$ cat src/rmlc_pkg.sv
// shared constants, types and decode functions for the monitor limit block
package rmlc_pkg;

  // ---------------------------------------------------------------------
  // register map
  // ---------------------------------------------------------------------
  localparam int          ADDR_W      = 7;      // register address width
  localparam int          DATA_W      = 8;      // register data width
  localparam logic [6:0]  ADDR_IN2    = 7'h4d;  // input_two_monitor_limits
  localparam logic [6:0]  ADDR_IN3    = 7'h4e;  // input_three_monitor_limits
  localparam logic [6:0]  ADDR_LOOP   = 7'h4f;  // loop_select_config
  localparam logic [7:0]  RST_IN2     = 8'h55;  // reset of input two limits
  localparam logic [7:0]  RST_IN3     = 8'h55;  // reset of input three limits
  localparam logic [7:0]  RST_LOOP    = 8'hf2;  // reset of loop selection
  localparam logic [7:0]  RDATA_NONE  = 8'h00;  // answer to unmapped reads

  // ---------------------------------------------------------------------
  // field positions
  // ---------------------------------------------------------------------
  localparam int CFM_LSB  = 0;  // coarse limit, bits 2:0
  localparam int SCM_LSB  = 4;  // single-cycle limit, bits 6:4
  localparam int LOOP_LSB = 0;  // loop selection, bits 1:0
  localparam int PACQ_LSB = 4;  // phase acquisition enables, bits 7:4
  localparam int CODE_W   = 3;  // width of a limit code
  localparam int PACQ_N   = 4;  // number of phase acquisition modules
  localparam int REF_N    = 2;  // monitored references

  // ---------------------------------------------------------------------
  // tolerances in units of 0.1 percent
  // ---------------------------------------------------------------------
  localparam logic [9:0]  TOL_0P1  = 10'h001;  // 0.1 %
  localparam logic [9:0]  TOL_0P5  = 10'h005;  // 0.5 %
  localparam logic [9:0]  TOL_1    = 10'h00a;  // 1 %
  localparam logic [9:0]  TOL_2    = 10'h014;  // 2 %
  localparam logic [9:0]  TOL_5    = 10'h032;  // 5 %
  localparam logic [9:0]  TOL_10   = 10'h064;  // 10 %
  localparam logic [9:0]  TOL_20   = 10'h0c8;  // 20 %
  localparam logic [9:0]  TOL_50   = 10'h1f4;  // 50 %
  localparam logic [31:0] TOL_DEN  = 32'h000003e8; // 1000 units = 100 %

  // ---------------------------------------------------------------------
  // sampling resolution of the period measurement
  // ---------------------------------------------------------------------
  localparam int SAMPLE_CLK_MHZ = 800;                      // sampler rate
  localparam int SAMPLE_RES_PS  = 1000000 / SAMPLE_CLK_MHZ; // 1250 ps
  localparam int CLK_MHZ        = 50;                       // block clock
  localparam int CLK_PERIOD_PS  = 1000000 / CLK_MHZ;        // 20000 ps

  // ---------------------------------------------------------------------
  // types
  // ---------------------------------------------------------------------
  typedef struct packed {
    logic             wr;     // one-cycle write strobe
    logic             rd;     // one-cycle read strobe
    logic [6:0]       addr;   // register address
    logic [7:0]       wdata;  // write data
  } rmlc_req_s;

  typedef enum logic [2:0] {
    LOOP_NONE  = 3'b001,  // no loop runs
    LOOP_FIRST = 3'b010,  // first loop only
    LOOP_BOTH  = 3'b100   // first and second loop
  } rmlc_loop_e;

  // single-cycle code to tolerance; 110/111 are undefined, held at widest
  function automatic logic [9:0] scm_tol(input logic [2:0] code);
    case (code)
      3'h0:    scm_tol = TOL_0P1;
      3'h1:    scm_tol = TOL_0P5;
      3'h2:    scm_tol = TOL_1;
      3'h3:    scm_tol = TOL_2;
      3'h4:    scm_tol = TOL_5;
      default: scm_tol = TOL_50;
    endcase
  endfunction

  // coarse code to tolerance, 0.1 % through 50 %
  function automatic logic [9:0] cfm_tol(input logic [2:0] code);
    case (code)
      3'h0:    cfm_tol = TOL_0P1;
      3'h1:    cfm_tol = TOL_0P5;
      3'h2:    cfm_tol = TOL_1;
      3'h3:    cfm_tol = TOL_2;
      3'h4:    cfm_tol = TOL_5;
      3'h5:    cfm_tol = TOL_10;
      3'h6:    cfm_tol = TOL_20;
      default: cfm_tol = TOL_50;
    endcase
  endfunction

endpackage

$ cat src/rmlc_ref_mon.sv
// period and coarse frequency monitor for one reference input
`timescale 1ns/1ps
module rmlc_ref_mon
  import rmlc_pkg::*;
#(
  parameter int unsigned NOM_PERIOD = 50,    // sample ticks per ref period
  parameter int unsigned CFM_WIN    = 1000,  // sample ticks per window
  parameter int unsigned CW         = 16     // counter width
)(
  input  wire logic              clk,
  input  wire logic              arst_n,
  input  wire logic              ref_in,     // asynchronous reference
  input  wire logic [CODE_W-1:0] scm_code,   // single-cycle limit code
  input  wire logic [CODE_W-1:0] cfm_code,   // coarse limit code
  output logic                   scm_fail,   // period out of tolerance
  output logic                   cfm_fail    // frequency out of tolerance
);

  // ---------------------------------------------------------------------
  // synchroniser and edge detect
  // ---------------------------------------------------------------------
  logic          ref_s1_r;     // first stage, read only by second
  logic          ref_s2_r;     // second stage
  logic          ref_s3_r;     // edge history
  logic          rise;         // rising edge of the reference
  logic [CW-1:0] per_cnt_r;    // ticks since last rising edge
  logic          armed_r;      // one edge seen, periods measurable
  logic [CW-1:0] edge_cnt_r;   // edges inside the coarse window
  logic [CW-1:0] win_cnt_r;    // position inside the coarse window
  logic [31:0]   scm_dlt;      // allowed period deviation in ticks
  logic [31:0]   scm_lo;       // shortest legal period
  logic [31:0]   scm_hi;       // longest legal period
  logic [31:0]   nom_edges;    // expected edges per window
  logic [31:0]   cfm_dlt;      // allowed edge count deviation
  logic [31:0]   edges_now;    // window edge total including this cycle
  logic          win_end;      // last tick of the coarse window

  // the first stage never feeds logic, so metastability stays contained
  always_ff @(posedge clk or negedge arst_n)
  begin
    if (!arst_n)
    begin
      ref_s1_r <= 1'b0;
      ref_s2_r <= 1'b0;
      ref_s3_r <= 1'b0;
    end
    else
    begin
      ref_s1_r <= ref_in;
      ref_s2_r <= ref_s1_r;
      ref_s3_r <= ref_s2_r;
    end
  end

  assign rise = ref_s2_r & ~ref_s3_r;

  // ---------------------------------------------------------------------
  // single-cycle bounds
  // ---------------------------------------------------------------------
  // division by a constant; area traded for a per-code lookup table
  assign scm_dlt = (32'(NOM_PERIOD) * 32'(scm_tol(scm_code))) / TOL_DEN;
  assign scm_lo  = 32'(NOM_PERIOD) - scm_dlt;
  assign scm_hi  = 32'(NOM_PERIOD) + scm_dlt;

  // period counter, saturating so a dead reference stays failed
  always_ff @(posedge clk or negedge arst_n)
  begin
    if (!arst_n)
      per_cnt_r <= '0;
    else if (rise)
      per_cnt_r <= CW'(1);
    else if (per_cnt_r != '1)
      per_cnt_r <= per_cnt_r + CW'(1);
  end

  // measurement starts after the first edge, a partial period is no period
  always_ff @(posedge clk or negedge arst_n)
  begin
    if (!arst_n)
      armed_r <= 1'b0;
    else if (rise)
      armed_r <= 1'b1;
  end

  // failure level, re-judged at each edge and on an overlong period
  always_ff @(posedge clk or negedge arst_n)
  begin
    if (!arst_n)
      scm_fail <= 1'b0;
    else if (armed_r && rise)
      scm_fail <= (32'(per_cnt_r) < scm_lo) ||
                  (32'(per_cnt_r) > scm_hi);
    else if (armed_r && (32'(per_cnt_r) > scm_hi))
      scm_fail <= 1'b1;
  end

  // ---------------------------------------------------------------------
  // coarse frequency window
  // ---------------------------------------------------------------------
  assign nom_edges = 32'(CFM_WIN) / 32'(NOM_PERIOD);
  assign cfm_dlt   = (nom_edges * 32'(cfm_tol(cfm_code))) / TOL_DEN;
  assign edges_now = 32'(edge_cnt_r) + 32'(rise);
  assign win_end   = (32'(win_cnt_r) == 32'(CFM_WIN) - 32'h1);

  // window position and edge tally
  always_ff @(posedge clk or negedge arst_n)
  begin
    if (!arst_n)
    begin
      win_cnt_r  <= '0;
      edge_cnt_r <= '0;
    end
    else if (win_end)
    begin
      win_cnt_r  <= '0;
      edge_cnt_r <= '0;
    end
    else
    begin
      win_cnt_r  <= win_cnt_r + CW'(1);
      edge_cnt_r <= edge_cnt_r + CW'(rise);
    end
  end

  // coarse verdict held for the whole next window
  always_ff @(posedge clk or negedge arst_n)
  begin
    if (!arst_n)
      cfm_fail <= 1'b0;
    else if (win_end)
      cfm_fail <= (edges_now + cfm_dlt < nom_edges) ||
                  (edges_now > nom_edges + cfm_dlt);
  end
endmodule // rmlc_ref_mon

$ cat src/rmlc_top.sv
// monitor limit registers, loop selection and per-reference monitors
`timescale 1ns/1ps
//
// Function
// - decode single-cycle code into period tolerance
// - flag reference periods outside cycle tolerance
// - decode coarse code 0.1 to 50 percent
// - flag frequency outside coarse tolerance
// - period measured in block clock ticks, 20 ns
// - loop field selects none, first, both
// - bits 7:4 enable phase acquisition modules
module rmlc_top
  import rmlc_pkg::*;
#(
  parameter int unsigned NOM_PERIOD_2 = 50,   // input two nominal ticks
  parameter int unsigned NOM_PERIOD_3 = 50,   // input three nominal ticks
  parameter int unsigned CFM_WIN      = 1000, // coarse window in ticks
  parameter int unsigned CW           = 16    // monitor counter width
)(
  input  wire logic              clk,
  input  wire logic              arst_n,
  input  wire rmlc_req_s         host_req,       // decoded host port access
  output logic [DATA_W-1:0]      host_rdata,     // read data, registered
  output logic                   host_rvalid,    // read data valid pulse
  input  wire logic [REF_N-1:0]  ref_in,         // references two and three
  output logic [REF_N-1:0]       scm_fail,       // single-cycle failures
  output logic [REF_N-1:0]       cfm_fail,       // coarse failures
  output logic                   first_loop_en,  // first loop running
  output logic                   second_loop_en, // second loop running
  output logic [PACQ_N-1:0]      phase_acq_en    // acquisition module power
);

  // ---------------------------------------------------------------------
  // register storage
  // ---------------------------------------------------------------------
  logic [DATA_W-1:0] in2_lim_r;    // input_two_monitor_limits
  logic [DATA_W-1:0] in3_lim_r;    // input_three_monitor_limits
  logic [DATA_W-1:0] loop_cfg_r;   // loop_select_config
  logic              wr_in2;       // write hits input two limits
  logic              wr_in3;       // write hits input three limits
  logic              wr_loop;      // write hits loop selection
  logic [DATA_W-1:0] rdata_nxt;    // read mux output

  assign wr_in2  = host_req.wr && (host_req.addr == ADDR_IN2);
  assign wr_in3  = host_req.wr && (host_req.addr == ADDR_IN3);
  assign wr_loop = host_req.wr && (host_req.addr == ADDR_LOOP);

  // input two limits; reserved bits kept as written so reads echo them
  always_ff @(posedge clk or negedge arst_n)
  begin
    if (!arst_n)
      in2_lim_r <= RST_IN2;
    else if (wr_in2)
      in2_lim_r <= host_req.wdata;
  end

  // input three limits
  always_ff @(posedge clk or negedge arst_n)
  begin
    if (!arst_n)
      in3_lim_r <= RST_IN3;
    else if (wr_in3)
      in3_lim_r <= host_req.wdata;
  end

  // loop selection and acquisition enables
  always_ff @(posedge clk or negedge arst_n)
  begin
    if (!arst_n)
      loop_cfg_r <= RST_LOOP;
    else if (wr_loop)
      loop_cfg_r <= host_req.wdata;
  end

  // ---------------------------------------------------------------------
  // read path
  // ---------------------------------------------------------------------
  // unmapped addresses answer zero rather than floating
  always_comb
  begin
    case (host_req.addr)
      ADDR_IN2:  rdata_nxt = in2_lim_r;
      ADDR_IN3:  rdata_nxt = in3_lim_r;
      ADDR_LOOP: rdata_nxt = loop_cfg_r;
      default:   rdata_nxt = RDATA_NONE;
    endcase
  end

  // read data captured one cycle after the strobe
  always_ff @(posedge clk or negedge arst_n)
  begin
    if (!arst_n)
    begin
      host_rdata  <= RDATA_NONE;
      host_rvalid <= 1'b0;
    end
    else
    begin
      host_rvalid <= host_req.rd;
      if (host_req.rd)
        host_rdata <= rdata_nxt;
    end
  end

  // ---------------------------------------------------------------------
  // loop activation
  // ---------------------------------------------------------------------
  rmlc_loop_e loop_mode;  // decoded loop selection

  // the reserved code runs no loop, the safe choice for an illegal write
  always_comb
  begin
    case (loop_cfg_r[LOOP_LSB +: 2])
      2'h1:    loop_mode = LOOP_FIRST;
      2'h2:    loop_mode = LOOP_BOTH;
      default: loop_mode = LOOP_NONE;
    endcase
  end

  // registered enables so no decode glitch reaches the loops
  always_ff @(posedge clk or negedge arst_n)
  begin
    if (!arst_n)
    begin
      first_loop_en  <= 1'b0;
      second_loop_en <= 1'b0;
    end
    else
    begin
      first_loop_en  <= (loop_mode == LOOP_FIRST) ||
                        (loop_mode == LOOP_BOTH);
      second_loop_en <= (loop_mode == LOOP_BOTH);
    end
  end

  // ---------------------------------------------------------------------
  // phase acquisition power
  // ---------------------------------------------------------------------
  // a cleared bit powers its module down; bit 4 is module 0
  always_ff @(posedge clk or negedge arst_n)
  begin
    if (!arst_n)
      phase_acq_en <= '0;
    else
      phase_acq_en <= loop_cfg_r[PACQ_LSB +: PACQ_N];
  end

  // ---------------------------------------------------------------------
  // reference monitors
  // ---------------------------------------------------------------------
  logic [REF_N-1:0][CODE_W-1:0] scm_code;  // per-reference cycle codes
  logic [REF_N-1:0][CODE_W-1:0] cfm_code;  // per-reference coarse codes
  logic [CODE_W-1:0] input_two_cycle_tolerance;   // input two cycle code
  logic [CODE_W-1:0] input_three_cycle_tolerance; // input three cycle code
  logic [CODE_W-1:0] input_three_freq_tolerance;  // input three coarse code

  assign input_two_cycle_tolerance   = in2_lim_r[SCM_LSB +: CODE_W];
  assign input_three_cycle_tolerance = in3_lim_r[SCM_LSB +: CODE_W];
  assign input_three_freq_tolerance  = in3_lim_r[CFM_LSB +: CODE_W];
  assign scm_code[0] = input_two_cycle_tolerance;
  assign scm_code[1] = input_three_cycle_tolerance;
  assign cfm_code[0] = in2_lim_r[CFM_LSB +: CODE_W];
  assign cfm_code[1] = input_three_freq_tolerance;

  // the cycle flag stays live above 400 MHz; masking it is up to software
  genvar gi;
  generate
    for (gi = 0; gi < REF_N; gi++)
    begin : g_mon
      rmlc_ref_mon #(
        .NOM_PERIOD (gi == 0 ? NOM_PERIOD_2 : NOM_PERIOD_3),
        .CFM_WIN    (CFM_WIN),
        .CW         (CW)
      ) u_mon (
        .clk      (clk),
        .arst_n   (arst_n),
        .ref_in   (ref_in[gi]),
        .scm_code (scm_code[gi]),
        .cfm_code (cfm_code[gi]),
        .scm_fail (scm_fail[gi]),
        .cfm_fail (cfm_fail[gi])
      );
    end
  endgenerate
endmodule // rmlc_top

$ cat config.mk
export PLATFORM = sky130hd
export DESIGN_NAME = rmlc_top
export DESIGN_NICKNAME = d
export VERILOG_FILES = /design/src/rmlc_pkg.sv /design/src/rmlc_ref_mon.sv /design/src/rmlc_top.sv
export SDC_FILE = /design/constraint.sdc
export NUM_CORES = 1
export LEC_CHECK = 0
export ABC_AREA = 1
export ABC_CLOCK_PERIOD_IN_PS = 8200
export BUFFER_PORTS_ARGS = -buffer_cell sky130_fd_sc_hd__buf_2
export CAP_MARGIN = 15
export CORE_MARGIN = 2
export CORE_UTILIZATION = 50
export CTS_CLUSTER_DIAMETER = 30
export DETAILED_ROUTE_END_ITERATION = 10
export GPL_TIMING_DRIVEN = 0
export PLACE_DENSITY = 0.73
export SYNTH_ARGS = -nofsm -noshare
export SYNTH_HDL_FRONTEND = slang
export SYNTH_SLANG_ARGS = --single-unit
$ cat constraint.sdc
create_clock -name clk -period 8.2 [get_ports clk]
set_input_delay 0.41 -clock clk [delete_from_list [all_inputs] [get_ports clk]]
set_output_delay 0.41 -clock clk [all_outputs]
set_load 0.005 [all_outputs]
Word level (Yosys, flattened, before mapping)
Index checks and enable logic that the tools add are counted.
{"block": "classes", "addsub": 16, "n_mul": 4, "div": 4, "n_lt_le_gt_ge": 8, "n_eq_ne": 31, "mux": 18, "bitwise_logic": 4, "n_reduce_logical": 20}
{"operator": "$mux 16", "count": 8}
{"operator": "$pmux 9 s7", "count": 2}
{"operator": "$pmux 9 s5", "count": 2}
{"operator": "$add 16x1->16 const B", "count": 4}
{"operator": "$add 32x32->32", "count": 2}
{"operator": "$add 5x32->32 const A", "count": 2}
{"operator": "$add 6x32->32 const A", "count": 2}
{"operator": "$div 16x10->32 const B", "count": 2}
{"operator": "$div 32x10->32 const B", "count": 2}
{"operator": "$gt 16x32->1", "count": 2}
{"operator": "$gt 32x32->1", "count": 2}
{"operator": "$lt 16x32->1", "count": 2}
{"operator": "$lt 32x5->1 const B", "count": 2}
{"operator": "$sub 6x32->32 const A", "count": 2}
{"operator": "$add 16x1->17", "count": 2}
{"operator": "$add 16x1->16", "count": 2}
{"operator": "$eq 16x10->1 const B", "count": 2}
{"operator": "$ne 16x16->1 const B", "count": 2}
{"operator": "$mul 5x9->14 const A", "count": 2}
{"operator": "$eq 3x2->1 const B", "count": 9}
{"operator": "$eq 3x3->1 const B", "count": 9}
{"operator": "$mul 3x9->12 const A", "count": 2}
{"operator": "$pmux 8 s3", "count": 1}
{"operator": "$eq 7x7->1 const B", "count": 3}
{"operator": "11 further kinds", "count": 35}
{"block": "totals", "regBits": 147, "word_cells": 131}

Logic depth before layout (Yosys ltp)
Gate-level depths: netlist of run 1.
{"block": "logic_depth", "word_depth": 9, "depth_mapped": 47, "depth_no_buf": 46}

By module
Synthesis of run 1 repeated with hierarchy kept, for this count alone.
{"block": "hier_totals", "hier_cells": 1588, "area_unflattened_um2": 11945.2}
{"module": "rmlc_ref_mon", "instances": 2, "cells_each": 697, "area_each_um2": 5079.9, "seq_area_each_um2": 1351.3}
{"module": "rmlc_top", "instances": 1, "cells_each": 194, "area_each_um2": 1785.5, "seq_area_each_um2": 992.2}

Worst setup path after synthesis of run 1
OpenSTA, ideal clock, no wires.
{"block": "synth_timing", "path_kind": "flip-flop to flip-flop", "from": "reg in3_lim_r[6]", "to": "reg g_mon[1].u_mon.scm_fail", "setup_ns": 0.137, "t_arrival_ns": 5.814, "t_required_ns": 8.063, "slack_ns": 2.249, "stages_incl_launch_ff": 34, "synth_period_minus_slack_ns": 5.951, "cell_sequence": "dfstp_2 -> buf_6 -> inv_1 -> o21ai_0 -> inv_1 -> ha_1 -> ha_1 -> ha_1 -> fa_1 -> o21ai_0 -> nand2_2 -> xor2_1 -> or2_2 -> nand2_1 -> xor2_1 -> ha_1 -> nand2_1 -> o21ai_4 -> inv_4 -> nand2_2 -> nand3_2 -> nor2_4 -> nand3_2 -> xor2_1 -> nand2_1 -> ha_1 -> ha_1 -> inv_1 -> o21bai_1 -> a21o_1 -> a21oi_1 -> nand3b_1 -> a41oi_1 -> o221ai_1"}
{"block": "synth_between", "elab_chain_cells": 8}
{"element": "start, declared", "line_no": "rmlc_top.sv:37", "text": "logic [DATA_W-1:0] in3_lim_r;"}
{"element": "start signal, assigned", "line_no": "rmlc_top.sv:63", "text": "in3_lim_r <= host_req.wdata;"}
{"element": "$eq 3x3->1, or another cell as far along", "line_no": "rmlc_pkg.sv:67", "text": "case (code)"}
{"element": "$pmux 9 s5 *", "line_no": "rmlc_pkg.sv:67"}
{"element": "$mul 5x9->14 *", "line_no": "rmlc_ref_mon.sv:61", "text": "assign scm_dlt = (32'(NOM_PERIOD) * 32'(scm_tol(scm_code))) / TOL_DEN;"}
{"element": "$div 16x10->32 *", "line_no": "rmlc_ref_mon.sv:61"}
{"element": "$sub 6x32->32 / $add 6x32->32 (equally long branches)", "line_no": "rmlc_ref_mon.sv:62, rmlc_ref_mon.sv:63"}
{"element": "$lt 16x32->1 / $gt 16x32->1 (equally long branches)", "line_no": "rmlc_ref_mon.sv:91, rmlc_ref_mon.sv:92, rmlc_ref_mon.sv:93"}
{"element": "$logic_or 1x1->1 / $logic_and 1x1->1 (equally long branches)", "line_no": "rmlc_ref_mon.sv:91, rmlc_ref_mon.sv:93"}
{"element": "$mux 1 / $reduce_bool 2->1 (equally long branches)"}
{"element": "end signal, assigned", "line_no": "rmlc_ref_mon.sv:91", "text": "scm_fail <= (32'(per_cnt_r) < scm_lo) ||"}
{"element": "end, declared", "line_no": "rmlc_ref_mon.sv:15", "text": "output logic scm_fail,"}
Every way passes the cells marked *; elsewhere a longest branch is shown, timed or not.
A chain may end at the register's enable or synchronous reset.

Worst setup path in the final report of run 1
{"block": "layout_timing", "from": "reg in2_lim_r[4]", "to": "reg g_mon[0].u_mon.scm_fail"}
{"block": "layout_between", "elab_chain_cells": 8}
{"element": "start, declared", "line_no": "rmlc_top.sv:36", "text": "logic [DATA_W-1:0] in2_lim_r;"}
{"element": "start signal, assigned", "line_no": "rmlc_top.sv:54", "text": "in2_lim_r <= host_req.wdata;"}
{"element": "$eq 3x3->1, or another cell as far along", "line_no": "rmlc_pkg.sv:67"}
{"element": "$pmux 9 s5 *", "line_no": "rmlc_pkg.sv:67"}
{"element": "$mul 5x9->14 *", "line_no": "rmlc_ref_mon.sv:61"}
{"element": "$div 16x10->32 *", "line_no": "rmlc_ref_mon.sv:61"}
{"element": "$sub 6x32->32 / $add 6x32->32 (equally long branches)", "line_no": "rmlc_ref_mon.sv:62, rmlc_ref_mon.sv:63"}
{"element": "$lt 16x32->1 / $gt 16x32->1 (equally long branches)", "line_no": "rmlc_ref_mon.sv:91, rmlc_ref_mon.sv:92, rmlc_ref_mon.sv:93"}
{"element": "$logic_or 1x1->1 / $logic_and 1x1->1 (equally long branches)", "line_no": "rmlc_ref_mon.sv:91, rmlc_ref_mon.sv:93"}
{"element": "$mux 1 / $reduce_bool 2->1 (equally long branches)"}
{"element": "end signal, assigned", "line_no": "rmlc_ref_mon.sv:91"}
{"element": "end, declared", "line_no": "rmlc_ref_mon.sv:15"}
Marked as above.

==> impl_metrics.toml, run 1 <==
[global_route]
grtUsageTotal_pct = 20.92
grt-ovfl-total = 0
grt_pass1_wl_um = 42790
grt_pass1_vias = 9664
grt_max_degree = 83
grt_antenna_before_repair = 0

[sta]
worst_slack_ns = 1.371
fin_crit_sh_pct = 83.28
rsz0062_at_grt = "no"
drv_slew = 0
slew_headroom_pct = 45.05
finalHoldViolCount = 0
clock_skew_ns = 0.01311
fmaxAchievable_mhz = 146.4
worstMarginPinSlew_ns = 0.8213
fin_crit_ns = 6.829
tns_ns = 0
setup_violations = 0

[drt]
firstDrtPassIters = 5
vias = 10170
drc = 0
drt.antenna.violating_nets = 0
avgViaCountPerCell = 5.088
drt_iter0_drc = 491
totalWireLength_um = 24900
wl_per_cell_um = 12.46

[clock_tree]
cts_max_level = 4
cts_tree = "yes"
cts_buffers = 17
clock_sinks = 147
root_buffer = "clkbuf_16"
clk_pin_slew_ns = 0.07
postCtsSetupBuffers = 0
clk_path_buf_depth = 2
clk_latency_ns = 0.43

[synth]
synth_seq_cells = 147
yosys.area_share.simple_pct = 26.43
yosysTopAreaCellShare_pct = 28.33
synth_xor_area_share_pct = 5.454
syn_avg_cell_area_um2 = 7.422
ys_seq_area_share_pct = 31.21
synth_compound_area_share_pct = 10.95
synth_area_leaders = "dfrtp_1 28%, ha_1 14%, nand2_1 8.8%, inv_1 8.7%, nor2_1 6.0%"
synth_top_cells_by_count = "278 x nand2_1, 274 x inv_1, 188 x nor2_1"
synth_cells = 1595
ys_warn_count = 0
async_flop_share_pct = 100.0
synthAdderAreaFrac_pct = 15.05
synth_mux_area_share_pct = 0.7504
yosys.area.top_type = "dfrtp_1"
synth_cell_types = 61
syn_area_um2 = 11840
synth_edf_count = 0
synth_top_family_by_area = "simple AND/OR/NAND/NOR gates"
yosys.cell_count.top_type = "nand2_1"
synth_flop_cell = "dfrtp_1"

[job]
drv_cap = 0

[layout]
antenna_cells = 0
drive_gt1_share_pct = 9.649
multi_input_area_um2 = 6990
nFillCells = 2123
area_growth_pct = 10.84
nets = 1827
seqCellArea_um2 = 3695

[setup_path]
critical_path_class = "reg -> reg"
start_kind = "flip-flop"
critical_path.slowest_cell = "dfstp_2"
path_max_fanout = 8
cp_data_required_time_ns = 8.56
crit_top_cell = "nand2_1"
worstPathArrival_ns = 7.19
worst-path-buf-inv = 5
slowest_delay_ns = 0.57
end_kind = "flip-flop"
cp_top_family = "simple AND/OR/NAND/NOR gates"

[floorplan]
core_um2 = 23330
die_h_um = 157.9
num_rows = 56
pin_count = 40
dieArea_um2 = 24920
start_util_pct = 50.73
die_w_um = 157.9

[placement]
place_congestion = 0.8607
dp_slack_ns = 1.271
dp_hpwl_um = 19440
portBuffers = 39

[hold_path]
hold_path_class = "in -> reg"

[pwr]
power.density_nw_per_um2 = 244.8
power.leakage_uw = 0.006840
peakVddDrop_mv = 0.1964

[outcome]
status = "complete, no violations"
[state kept, by name (all words and copies together) (netlist names)]
register / count
first_loop_en: 1
g_mon.u_mon.armed_r: 2
g_mon.u_mon.cfm_fail: 2
g_mon.u_mon.edge_cnt_r: 32
g_mon.u_mon.per_cnt_r: 32
g_mon.u_mon.ref_s1_r: 2
g_mon.u_mon.ref_s2_r: 2
g_mon.u_mon.ref_s3_r: 2
g_mon.u_mon.scm_fail: 2
g_mon.u_mon.win_cnt_r: 32
host_rdata: 8
host_rvalid: 1
in2_lim_r: 8
in3_lim_r: 8
loop_cfg_r: 8
phase_acq_en: 4
second_loop_en: 1
[routing by layer]
| metal | track usage, % | up-vias | routed length, µm |
|---|---|---|---|
| li1 | - | 5312 | - |
| met1 | 26.30 | 4666 | 11590 |
| met2 | 37.49 | 157 | 12170 |
| met3 | 3.011 | 30 | 716 |
| met4 | 5.541 | 0 | 425 |
| met5 | 0 | - | 0 |
[cell families (layout without fill, tap and decap cells)]
family / count (synthesis) / in the layout
compound gates: 222 / 222
xor+xnor: 72 / 72
fa+ha+maj: 140 / 140
buf+inv: 309 / 382
flops: 147 / 147
mux: 8 / 8
other cells: 2 / 13
simple gates: 695 / 695
[cells in the final DEF (no fill, tap or decap), types with 26 or more instances in the layout]
cell       n
ha_1     136
a21oi_1   73
buf_2     38
nand3_1   81
nor2_1   188
inv_1    274
o21ai_0   83
xor2_1    45
nand2_1  278
dfrtp_1  134
nand4_1   26
nor3_1    43
[per-stage QoR]
stage               hold WS [ns]  cell area (µm²)  std cells  util (%)  power (µW)
floorplan                 0.1144            11880       1606         -        2110
global placement          0.3354            12470       1964     53.46        2358
detailed placement        0.3412            12510       1965     53.60        2414
CTS                      0.07698            13120       1998     56.24        3232
global route             0.08277            13120       1998     56.24        3511
finish                   0.09269            13120       1998     56.24        3212
[area by class of cell]
| type | instances | area share (%) |
|---|---|---|
| Buffer | 24 | 0.9250 |
| Clock buffer | 18 | 3.347 |
| Clock inverter | 14 | 1.259 |
| Inverter | 285 | 8.172 |
| Multi-Input combinational cell | 1150 | 53.28 |
| Sequential cell | 147 | 28.16 |
| Tap cell | 319 | 3.042 |
| Timing Repair Buffer | 41 | 1.821 |
[report_power, final]
| group | internal, µW | switching, µW | total, µW |
|---|---|---|---|
| clock network | 442 | 355 | 797 |
| registers | 794 | 60.2 | 854 |
| logic | 612 | 949 | 1560 |
[worst paths after layout]
| check | startpoint | to | slack [ns] | depth (start not counted) |
|---|---|---|---|---|
| worst max-delay path | in2_lim_r[4]$_DFFE_PN1P_ | g_mon[0].u_mon.scm_fail$_DFFE_PN0P_ | 1.37 | 45 |
| worst min-delay path | ref_in[0] | g_mon[0].u_mon.ref_s1_r$_DFF_PN0_ | 0.09 | 1 |
| worst max register to register | in2_lim_r[4]$_DFFE_PN1P_ | g_mon[0].u_mon.scm_fail$_DFFE_PN0P_ | 1.37 | 45 |
| worst min register to register | g_mon[0].u_mon.ref_s1_r$_DFF_PN0_ | g_mon[0].u_mon.ref_s2_r$_DFF_PN0_ | 0.36 | 0 |
| max in group asynchronous | arst_n | in2_lim_r[6]$_DFFE_PN1P_ | 6.81 | 3 |
| min in group asynchronous | arst_n | g_mon[1].u_mon.edge_cnt_r[14]$_DFF_PN0_ | 0.52 | 2 |
[what timing repair did]
| item | in CTS | in global routing |
|---|---|---|
| endpoints found under the hold margin | 7 | 0 |
| hold buffers | 1 | 0 |
| endpoints found under the setup margin | 0 | 0 |
| resized for setup | 0 | 0 |
(Power assumes the default switching activity.)
==> inputs of run 2 (changes only) <==
--- a/config.mk
+++ b/config.mk
@@ -6,7 +6,7 @@
 export NUM_CORES = 1
 export LEC_CHECK = 0
 export ABC_AREA = 1
-export ABC_CLOCK_PERIOD_IN_PS = 8200
+export ABC_CLOCK_PERIOD_IN_PS = 5720
 export BUFFER_PORTS_ARGS = -buffer_cell sky130_fd_sc_hd__buf_2
 export CAP_MARGIN = 15
 export CORE_MARGIN = 2
@@ -14,7 +14,7 @@
 export CTS_CLUSTER_DIAMETER = 30
 export DETAILED_ROUTE_END_ITERATION = 10
 export GPL_TIMING_DRIVEN = 0
-export PLACE_DENSITY = 0.73
+export PLACE_DENSITY = 0.76
 export SYNTH_ARGS = -nofsm -noshare
 export SYNTH_HDL_FRONTEND = slang
 export SYNTH_SLANG_ARGS = --single-unit
==> constraint.sdc (replaced) <==
create_clock -name clk -period 5.72 [get_ports clk]
set_input_delay 0.286 -clock clk [delete_from_list [all_inputs] [get_ports clk]]
set_output_delay 0.286 -clock clk [all_outputs]
set_load 0.005 [all_outputs]
==> run 2 against run 1 <==
Net effect: the run now ends with negative setup slack left; cell area is 9.9% higher; critical path depth down 1; setup slack lost 1.7 ns; clock power rose by 42%; combinational power is 83% higher; die area did not move; largest cell class unchanged; routed wire length is 14% higher; worst hold slack improved by 0.00078 ns; utilization increased by 5.5 points; clock-buffer cell count shrank 1.
==> impl_metrics.toml, run 2 (same netlist as run 1, synthesis figures left out) <==
[drt]
vias = 10900
wl_per_cell_um = 13.71
totalWireLength_um = 28400
avgViaCountPerCell = 5.263
firstDrtPassIters = 6
drt_iter0_drc = 749
drt.antenna.violating_nets = 0
drc = 0

[global_route]
grt_pass1_vias = 10210
grtUsageTotal_pct = 21.86
grt_antenna_before_repair = 0
grt_pass1_wl_um = 44870
grt-ovfl-total = 0
grt_max_degree = 92

[sta]
worstMarginPinSlew_ns = 0.8882
drv_slew = 0
slew_headroom_pct = 40.24
fin_crit_ns = 6.019
fin_crit_sh_pct = 105.2
clock_skew_ns = 0.01102
rsz0062_at_grt = "yes"
fmaxAchievable_mhz = 166.1
tns_ns = -0.3636
worst_slack_ns = -0.2987
setup_violations = 2
finalHoldViolCount = 0

[layout]
area_growth_pct = 21.76
top_regs = "g_mon.u_mon.edge_cnt_r: 32 flops, g_mon.u_mon.per_cnt_r: 32 flops, g_mon.u_mon.win_cnt_r: 32 flops"
nets = 1900
nFillCells = 1871
multi_input_area_um2 = 7680
antenna_cells = 0
final_cell_mix = "262 x nand2_1, 255 x inv_1, 179 x nor2_1, 132 x dfrtp_1, 106 x ha_1"
final_common_cell = "nand2_1"
seqCellArea_um2 = 3697
drive_gt1_share_pct = 20.26

[floorplan]
die_h_um = 157.9
die_w_um = 157.9
core_um2 = 23330
dieArea_um2 = 24920
pin_count = 40
start_util_pct = 50.73
num_rows = 56

[clock_tree]
cts_max_level = 4
clk_latency_ns = 0.44
root_buffer = "clkbuf_16"
clk_path_buf_depth = 2
cts_buffers = 17
clk_pin_slew_ns = 0.07
cts_tree = "yes"
clock_sinks = 147

[setup_path]
slowest_delay_ns = 0.45
end_kind = "flip-flop"
path_max_fanout = 8
critical_path_class = "reg -> reg"
worstPathArrival_ns = 6.40
crit_top_cell = "nand2_1"
start_kind = "flip-flop"
cp_data_required_time_ns = 6.10
critical_path.slowest_cell = "dfrtp_2"

[placement]
portBuffers = 39
place_congestion = 0.8571
dp_hpwl_um = 19280

[pwr]
power.density_nw_per_um2 = 360.7
power.leakage_uw = 0.007253
p_total_uw = 5199
peakVddDrop_mv = 0.2996

[hold_path]
hold_path_class = "in -> reg"

[outcome]
violations = "negative setup slack"
status = "complete, but fails checks"

[job]
drv_cap = 0
run 2: final timing paths:
| check | to | slack, ns | start | cells after the start |
|---|---|---|---|---|
| max | g_mon[0].u_mon.scm_fail$_DFFE_PN0P_ | -0.30 | in2_lim_r[5]$_DFFE_PN0P_ | 44 |
| min | in2_lim_r[6]$_DFFE_PN1P_ | 0.09 | host_req[6] | 3 |
| max reg2reg | g_mon[0].u_mon.scm_fail$_DFFE_PN0P_ | -0.30 | in2_lim_r[5]$_DFFE_PN0P_ | 44 |
| min reg2reg | g_mon[1].u_mon.ref_s2_r$_DFF_PN0_ | 0.35 | g_mon[1].u_mon.ref_s1_r$_DFF_PN0_ | 0 |
| min in group asynchronous | g_mon[1].u_mon.edge_cnt_r[15]$_DFF_PN0_ | 0.38 | arst_n | 2 |
| max in group asynchronous | in2_lim_r[2]$_DFFE_PN1P_ | 4.52 | arst_n | 3 |
run 2: layout make-up:
type | count | share of cell area, %
buffer | 24 | 0.8854
clock buffer | 17 | 2.951
clock inverter | 15 | 1.163
inverter | 285 | 7.656
multi-input combinational | 1150 | 53.28
sequential | 147 | 25.65
tap | 319 | 2.769
timing repair buffer | 114 | 5.642
run 2: per-layer routing:
metal | global-route usage, % | part of all wire [%] | routed length, µm | vias to the layer above
li1 | - | - | - | 5455
met3 | 3.312 | 4.0 | 1123 | 75
met1 | 27.05 | 42 | 11940 | 5098
met2 | 39.01 | 51 | 14620 | 272
met5 | 0 | 0 | 0 | -
met4 | 6.970 | 2.6 | 726 | 0
run 2: worst max-delay path, delay by kind of cell (launching register included):
family / cells / cell delay [ns]
xor gates and xnor gates: 3 / 0.65
buffers and inverters: 5 / 0.45
AOI/OAI and AO/OA: 3 / 0.41
adders and majority gates: 6 / 1.50
DFF: 1 / 0.45
and+or+nand+nor: 27 / 2.49
run 2: report_power, final:
group | internal, µW | total (µW) | switching, µW
registers | 1140 | 1220 | 84.2
clock network | 620 | 1130 | 507
logic | 1230 | 2850 | 1620
total | 2980 | 5200 | 2210
run 2: repair_timing:
item | CTS | global route
pin swaps | 39 | 87
gates resized for setup | 64 | 103
endpoints found under the hold margin | 59 | 0
hold buffers | 4 | 0
endpoints found under the setup margin | 4 | 4
setup buffers | 29 | 41
run 2: metrics by stage:
stage	instance area [µm²]	instances	setup WS (ns)	utilization (%)	hold slack, ns
5_1_grt	14410	2071	-0.5762	61.78	0.1167
3_3_place_gp	12500	1964	-0.5711	53.57	0.3371
6_report	14410	2071	-0.2987	61.78	0.09347
2_1_floorplan	11910	1606	-0.005095	-	-0.009591
3_5_place_dp	12530	1965	-0.7387	53.72	0.2861
4_1_cts	13720	2030	-0.1994	58.82	0.08486
